--- config.mk ---
export PLATFORM = sky130hd
export DESIGN_NAME = fmds_core
export DESIGN_NICKNAME = d
export VERILOG_FILES = /design/src/inc/fmds_pkg.sv /design/src/fmds_sync.sv /design/src/fmds_core.sv
export VERILOG_INCLUDE_DIRS = /design/src /design/src/inc
export SDC_FILE = /design/constraint.sdc
export NUM_CORES = 1
export LEC_CHECK = 0
export ABC_AREA = 1
export BUFFER_PORTS_ARGS = -buffer_cell sky130_fd_sc_hd__buf_2
export CAP_MARGIN = 20
export CORE_MARGIN = 2
export CORE_UTILIZATION = 50
export CTS_CLUSTER_SIZE = 16
export DETAILED_ROUTE_END_ITERATION = 8
export PLACE_DENSITY = 0.78
export RECOVER_POWER = 100
export SLEW_MARGIN = 20
export SYNTH_ARGS = -nofsm -noshare
export SYNTH_HDL_FRONTEND = slang
export SYNTH_HIERARCHICAL = 1
export SYNTH_SLANG_ARGS = --single-unit
--- constraint.sdc ---
create_clock -name core_clk -period 2.2 [get_ports core_clk]
set_clock_uncertainty 0.15 [all_clocks]
set_input_delay 0.11 -clock core_clk [delete_from_list [all_inputs] [get_ports core_clk]]
set_output_delay 0.11 -clock core_clk [all_outputs]
set_load 0.005 [all_outputs]
--- src/inc/fmds_consts.svh ---
// Offsets, field positions and reset values of the fault mask/status block
`ifndef FMDS_CONSTS_SVH
`define FMDS_CONSTS_SVH
`define FMDS_MASK_OFFSET     8'h1E
`define FMDS_STATUS_OFFSET   8'h1F
`define FMDS_MASK_RESET      5'h00
`define FMDS_MASK_BOOST_BIT  4
`define FMDS_MASK_OPEN_BIT   3
`define FMDS_MASK_GND_BIT    2
`define FMDS_MASK_OTW_BIT    1
`define FMDS_MASK_SHORT_BIT  0
`define FMDS_ST_REF_CURRENT_PIN_BIT     5
`define FMDS_ST_BUV_BIT      4
`define FMDS_ST_BOV_BIT      3
`define FMDS_ST_PUP_BIT      2
`define FMDS_ST_OTW_BIT      1
`define FMDS_ST_OT_BIT       0
`define FMDS_STATUS_RESET    6'h04
`endif

--- src/inc/fmds_pkg.sv ---
// Types shared by the fault mask/status block
package fmds_pkg;
	typedef struct packed {
		logic ref_current_out_of_range;
		logic boost_undervoltage;
		logic boost_overvoltage;
		logic overtemp_warning;
		logic overtemp_shutdown;
		logic open_led;
		logic ground_short;
		logic shorted_led;
	} fmds_fault_s;
	typedef struct packed {
		logic       wr_en;
		logic       rd_en;
		logic [7:0] addr;
		logic [7:0] wdata;
	} fmds_reg_req_s;
endpackage : fmds_pkg

--- src/fmds_sync.sv ---
// Two-flop synchroniser for a vector of fault levels
`timescale 1ns/1ns
module fmds_sync (
	input  wire logic       core_clk,
	input  wire logic       reset_n,
	input  wire logic [7:0] async_in,
	output logic      [7:0] sync_out
);
	logic [7:0] stage1_q;
	logic [7:0] stage1_d;
	logic [7:0] sync_d;

	always_comb begin
		stage1_d = async_in;
		sync_d   = stage1_q;
	end

	always_ff @(posedge core_clk or negedge reset_n) begin
		if (!reset_n) begin
			stage1_q <= 8'h00;
			sync_out <= 8'h00;
		end else begin
			stage1_q <= stage1_d;
			sync_out <= sync_d;
		end
	end
endmodule : fmds_sync

--- src/fmds_core.sv ---
// Fault pin mask and diagnostic status registers
`timescale 1ns/1ns
`include "fmds_consts.svh"

// Function
// RL1: Mask bit 4 keeps boost under- and overvoltage off the fault pin.
// RL2: Mask bit 3 keeps open-LED faults off the fault pin.
// RL3: Mask bit 2 keeps short-to-ground faults off the fault pin.
// RL4: Mask bit 1 keeps the overtemperature warning off the fault pin.
// RL5: Mask bit 0 keeps shorted-LED faults off the fault pin.
// RL6: The five mask bits reset to zero and are read/write.
// RL7: Status bit 5 flags reference current out of range and halts all.
// RL8: Boost undervoltage disables the boost and sets status bit 4.
// RL9: Status bit 3 is set while the boost sits at its overvoltage limit.
// RL10: Status bit 2 resets to one and clears after the first status read.
// RL11: Status bit 1 is set while the die is above the warning limit.
// RL12: Overtemperature shuts the device down and sets status bit 0.
// RL13: Status flags reset to zero except bit 2 and are read-only.
// RL14: The fault pin is low while any unmasked fault is active; overtemperature shutdown and reference current out of range never drive it.
module fmds_core (
	input  wire logic                  core_clk,
	input  wire logic                  reset_n,
	input  wire fmds_pkg::fmds_reg_req_s reg_req,
	input  wire fmds_pkg::fmds_fault_s   fault_in,
	output logic [7:0]                 rd_data,
	output logic                       fault_out_n,
	output logic                       boost_enable,
	output logic                       device_run
);
	fmds_pkg::fmds_fault_s flt;
	logic [4:0] mask_q;
	logic [4:0] mask_d;
	logic [5:0] status_q;
	logic [5:0] status_d;
	logic       buv_latch_q;
	logic       buv_latch_d;
	logic       ot_latch_q;
	logic       ot_latch_d;
	logic [7:0] rd_data_d;
	logic       fault_out_n_d;
	logic       boost_enable_d;
	logic       device_run_d;
	logic       mask_sel;
	logic       status_sel;

	fmds_sync u_sync (
		.core_clk (core_clk),
		.reset_n  (reset_n),
		.async_in (fault_in),
		.sync_out (flt)
	);

	assign mask_sel   = reg_req.addr == `FMDS_MASK_OFFSET;
	assign status_sel = reg_req.addr == `FMDS_STATUS_OFFSET;

	always_comb begin
		mask_d = mask_q;
		if (reg_req.wr_en && mask_sel) begin
			mask_d = reg_req.wdata[4:0]; // see RL6
		end
	end

	always_comb begin
		buv_latch_d = buv_latch_q | flt.boost_undervoltage; // see RL8
		ot_latch_d  = ot_latch_q | flt.overtemp_shutdown;   // see RL12
		status_d    = status_q;
		status_d[`FMDS_ST_REF_CURRENT_PIN_BIT] = flt.ref_current_out_of_range; // see RL7
		status_d[`FMDS_ST_BUV_BIT]  = buv_latch_d;          // see RL8
		status_d[`FMDS_ST_BOV_BIT]  = flt.boost_overvoltage; // see RL9
		status_d[`FMDS_ST_OTW_BIT]  = flt.overtemp_warning; // see RL11
		status_d[`FMDS_ST_OT_BIT]   = ot_latch_d;           // see RL12
		if (reg_req.rd_en && status_sel) begin
			status_d[`FMDS_ST_PUP_BIT] = 1'b0; // see RL10
		end
	end

	always_comb begin
		rd_data_d = 8'h00;
		if (mask_sel) begin
			rd_data_d = {3'h0, mask_q}; // see RL6
		end else if (status_sel) begin
			rd_data_d = {2'h0, status_q}; // see RL13
		end
		fault_out_n_d = !( // see RL14
			(!mask_q[`FMDS_MASK_BOOST_BIT] &&
				(buv_latch_q || flt.boost_overvoltage)) || // see RL1
			(!mask_q[`FMDS_MASK_OPEN_BIT] && flt.open_led) || // see RL2
			(!mask_q[`FMDS_MASK_GND_BIT] && flt.ground_short) || // see RL3
			(!mask_q[`FMDS_MASK_OTW_BIT] && flt.overtemp_warning) || // see RL4
			(!mask_q[`FMDS_MASK_SHORT_BIT] && flt.shorted_led)); // see RL5
		device_run_d   = !flt.ref_current_out_of_range && !ot_latch_d; // see RL7
		boost_enable_d = device_run_d && !buv_latch_d; // see RL8
	end

	always_ff @(posedge core_clk or negedge reset_n) begin
		if (!reset_n) begin
			mask_q       <= `FMDS_MASK_RESET;   // see RL6
			status_q     <= `FMDS_STATUS_RESET; // see RL13
			buv_latch_q  <= 1'b0;
			ot_latch_q   <= 1'b0;
			rd_data      <= 8'h00;
			fault_out_n  <= 1'b1;
			boost_enable <= 1'b0;
			device_run   <= 1'b0;
		end else begin
			mask_q       <= mask_d;
			status_q     <= status_d;
			buv_latch_q  <= buv_latch_d;
			ot_latch_q   <= ot_latch_d;
			rd_data      <= rd_data_d;
			fault_out_n  <= fault_out_n_d;
			boost_enable <= boost_enable_d;
			device_run   <= device_run_d;
		end
	end
endmodule : fmds_core

======== After elaboration in Yosys (flattened, before gate mapping) ========
Cells that the tools add are included.
cells by class
  $add $sub $neg .......................... 0
  multipliers ............................. 0
  div/mod/pow operators ................... 0
  order comparisons ....................... 0
  equal/unequal tests ..................... 2
  shift-type cells ........................ 0
  muxes and demuxes ....................... 2
  bitwise operators ....................... 2
  reductions and logical operators ........ 23
operators by type and width
  operator            count
  $eq 8x5->1 const B  2
  $mux 6              2
  $logic_and 1x1->1   9
  $logic_not 1->1     9
  $logic_or 1x1->1    5
  $or 1x1->1          2
storage, ports and cells
  bits in registers ....................... 40
  latch bits .............................. 0
  bits in writable memories ............... 0
  ROM bits ................................ 0
  output and inout port bits .............. 11
  word-level logic and storage cells ...... 40
  memories ................................ 0

======== Depth between registers and ports, before layout ========
  depth in word-level cells ............... 7
  gate-level depth with buffers ........... 7

======== Cells and area by module ========
Netlist, hierarchy kept.
modules (own cells, without submodules)
  module     times used  cells an instance  area each (sq um)
  fmds_core  1           98                 889.6
  fmds_sync  1           16                 400.4

======== Worst setup path before layout ========
Ideal clock, no wire load.
  kind .................................... flip-flop to flip-flop
  start ................................... register status_q[0] (netlist name)
  end ..................................... register boost_enable
  setup time .............................. 86 ps
  arrival ................................. 800 ps
  required time ........................... 1964 ps
  slack ................................... 1164 ps
  cell stages (with the launch flop) ...... 3
  path buffers ............................ 0
  clock period less this slack ............ 1036 ps
  path through ............................ dfrtp_1 > or2_2 > nor3_1
RTL lines
  element               line              RTL
  end signal, assigned  fmds_core.sv:112  boost_enable <= boost_enable_d;
  end, declared         fmds_core.sv:27   output logic boost_enable,

======== Final worst setup path ========
  start ................................... input port reg_req[11] (netlist name)
  end ..................................... register mask_q[4]
on the way
  cells in the longest elaborated chain, start to end .. 2
RTL lines
  element               line              RTL
  start, declared       fmds_core.sv:23   input wire fmds_pkg::fmds_reg_req_s reg_req,
  $eq 8x5->1 (no line)  -
  $logic_and 1x1->1     fmds_core.sv:58   if (reg_req.wr_en && mask_sel) begin
  end signal, assigned  fmds_core.sv:97   mask_q <= `FMDS_MASK_RESET;
  end signal, assigned  fmds_core.sv:106  mask_q <= mask_d;
  end, declared         fmds_core.sv:31   logic [4:0] mask_q;
No other way between the ends.
A chain may end at the register's enable or synchronous reset.

==> reports/qor.csv <==
stage;metric;value;unit
outcome;outcome;finished with violations;
outcome;violations;negative hold slack;
drt;drt_iter0_drc;13;
cts;root_buffer;clkbuf_4;
final_layout;layout-drive-gt1-share;25.28;%
setup_path;crit_path_start_kind;input port;
global_route;grt_usage;19.07;%
global_route;grt_overflow;0;
place;io_buffers;33;
final_layout;num-nets-final;205;
pwr;p_per_area;648.2;nW/um^2
final_layout;final_area;1772;sq um
final_layout;syn_to_final_growth;37.34;%
floorplanning;die_x;54.80;um
floorplanning;core;2455;sq um
synthesis;syn_area;1290;sq um
synthesis;synthDistinctLibCells;21;
place;gp_congestion;0.7178;
flow_run;cap_violations;0;
place;hpwlAfterDp;1.500;mm
synthesis;avgSynthCellArea;11.32;sq um
final_layout;n_antenna_cell;0;
sta;setup_viol;0;
drt;first_pass_iters;4;
cts;cts_setup_buffers;0;
global_route;grt_max_degree;37;
floorplanning;dieArea;3002;sq um
drt;drcViolationCount;0;
sta;finalCritPeriodShare;89.87;%
sta;hold_viol_final;1;
sta;final.setup.tns;0;ps
floorplanning;rows;18;
sta;worstMarginPinSlew;823.6;ps
cts;tritoncts;built;
sta;rsz0062_at_grt;false;
floorplanning;die_h;54.80;um
global_route;antenna_found_initial;0;
pwr;peakVddDrop;717.8;uV
sta;slew_viol_final;0;
setup_path;crit_required;2330;ps
drt;avgRoutedWirePerCell;11.28;um
sta;holdWs;-0.1044;ps
drt;viasPerCell;4.736;
synthesis;synth_seq_cells;36;
setup_path;critPathKind;in -> reg;
cts;cts_buffer_depth;2;
cts;cts_buffers;5;
synthesis;synth_cells;114;
place;place_area;1470;sq um
sta;max_slew_margin;45.09;%
setup_path;cp_max_fo;11;
setup_path;cp-end-kind;flip-flop;
sta;fin_crit;1977;ps
drt;ant_nets;0;
synthesis;synth_seq_area_share;70.03;%
floorplanning;io_pins;39;
min_path;min_path_type;in -> reg;
pwr;p_leak;0.0009102;uW
cts;clkSinkCount;36;
setup_path;crit_arrival;2110;ps
cts;insertion_delay;340;ps
cts;cts_htree_levels;2;
sta;fmax;505.8;MHz
pwr;power;1148;uW
drt;wirelength;2.347;mm
floorplanning;start_util;52.55;%
global_route;grt_pass1_wl;3.732;mm
synthesis;yosysWarnings;6;
cts;path_clk_slew;100;ps
global_route;grt_pass1_vias;887;
drt;vias;985;
-- logic make-up (layout without fill, tap and decap cells) --
| group | Yosys count | count (layout) | synth area share, % |
|---|---|---|---|
| AND/OR/NAND/NOR | 58 | 58 | 22.50 |
| flip-flops | 36 | 36 | 70.03 |
| buffers and inverters | 17 | 80 | 6.110 |
| AO/OA/AOI/OAI | 2 | 2 | 1.067 |
| other | 1 | 2 | 0.2907 |
-- layer usage --
| layer | GRT usage, % | vias to the layer above | share of wire [%] |
|---|---|---|---|
| met1 | 19.23 | 478 | 39 |
| met5 | 0 | - | 0 |
| met4 | 8.333 | 0 | 1.2 |
| li1 | - | 472 | - |
| met3 | 8.197 | 5 | 6.6 |
| met2 | 33.73 | 30 | 53 |
-- synthesized netlist by cell type --
cell type   n  area [sq um]
dfrtp_1    34         850.8
nand2_1    31         116.4
inv_1      13         48.80
nor2_1      8         30.03
nand4_1     5         31.28
nor2_2      3         18.77
buf_4       2         15.01
dfstp_2     2         52.55
nand2_2     2         12.51
nand3_1     2         10.01
or2_2       2         12.51
and2_4      1         8.760
and3_2      1         7.510
buf_6       1         11.26
conb_1      1         3.750
inv_2       1         3.750
nand3_4     1         17.52
nor2_8      1         20.02
nor3_1      1         5.000
o211ai_1    1         7.510
o22ai_1     1         6.260
-- per-stage QoR --
step	cells	hold WS [ps]	util [%]	worst slack, ps
5_1_grt	208	38.70	72.17	134.7
6_report	208	-0.1044	72.17	222.8
3_5_place_dp	175	65.77	59.89	916.7
2_1_floorplan	115	-335.6	-	1164
3_3_place_gp	175	50.73	59.89	962.8
4_1_cts	208	4.397	72.63	305.6
-- sequential cells by signal, indices dropped and copies added, names as in the netlist --
name,flops
u_sync/stage1_q,8
boost_enable,1
device_run,1
fault_out_n,1
mask_q,5
rd_data,6
status_q,6
u_sync/sync_out,8
-- critical path: stages --
cell and delay (ps):
buf_2 80, nand2_1 90, nor2_2 440, nand4_1 160
dlygate4sd3_1 590, nand2_1 80, dlygate4sd3_1 560
-- layout make-up --
class                      count  area, sq um
clock buffer                   7        55.05
tap                           30        37.54
multi-input combinational     62        309.0
timing repair buffer          58        406.6
clock inverter                 1        7.507
inverter                      14        52.55
sequential                    36        903.4
fill                         172        683.2
-- what timing repair did --
| item | 4_1_cts | 5_1_grt |
|---|---|---|
| resized for setup | 0 | 0 |
| endpoints found under the hold margin | 48 | 0 |
| hold buffers | 25 | 0 |
-- worst paths after layout --
kind | startpoint | end | slack, ps | cells past startpoint
max in group asynchronous | reset_n | u_sync/stage1_q[6]$_DFF_PN0_ | 1150 | 2
worst max register to register | mask_q[4]$_DFFE_PN0P_ | mask_q[4]$_DFFE_PN0P_ | 810 | 3
worst min-delay path | reg_req[14] | rd_data[0]$_DFF_PN0_ | -0.1 | 6
worst max-delay path | reg_req[11] | mask_q[4]$_DFFE_PN0P_ | 220 | 7
min in group asynchronous | reset_n | mask_q[2]$_DFFE_PN0P_ | 240 | 2
worst min register to register | u_sync/stage1_q[0]$_DFF_PN0_ | u_sync/sync_out[0]$_DFF_PN0_ | 210 | 0
-- power by group --
group | leakage (uW) | total, uW | switching (uW) | internal, uW
Sequential | 0.000441 | 693 | 9.45 | 684
Combinational | 0.000438 | 87.7 | 41.9 | 45.8
Clock | 0.0000315 | 368 | 211 | 156
-- placed cells by master, fill, tap and decap left out --
cell,count
and2_0,1
and3_2,1
buf_2,25
clkbuf_1,8
clkbuf_2,1
clkbuf_4,5
clkbuf_8,1
clkinvlp_4,1
conb_1,2
dfrtp_1,34
dfstp_1,1
dfstp_2,1
dlygate4sd3_1,25
inv_1,13
inv_2,1
nand2_1,31
nand2_2,2
nand3_1,2
nand3_4,1
nand4_1,5
nor2_1,8
nor2_2,3
nor2_8,1
nor3_1,1
o211ai_1,1
o22ai_1,1
or2_2,2
Note: power is estimated with default switching activity, not from simulation.
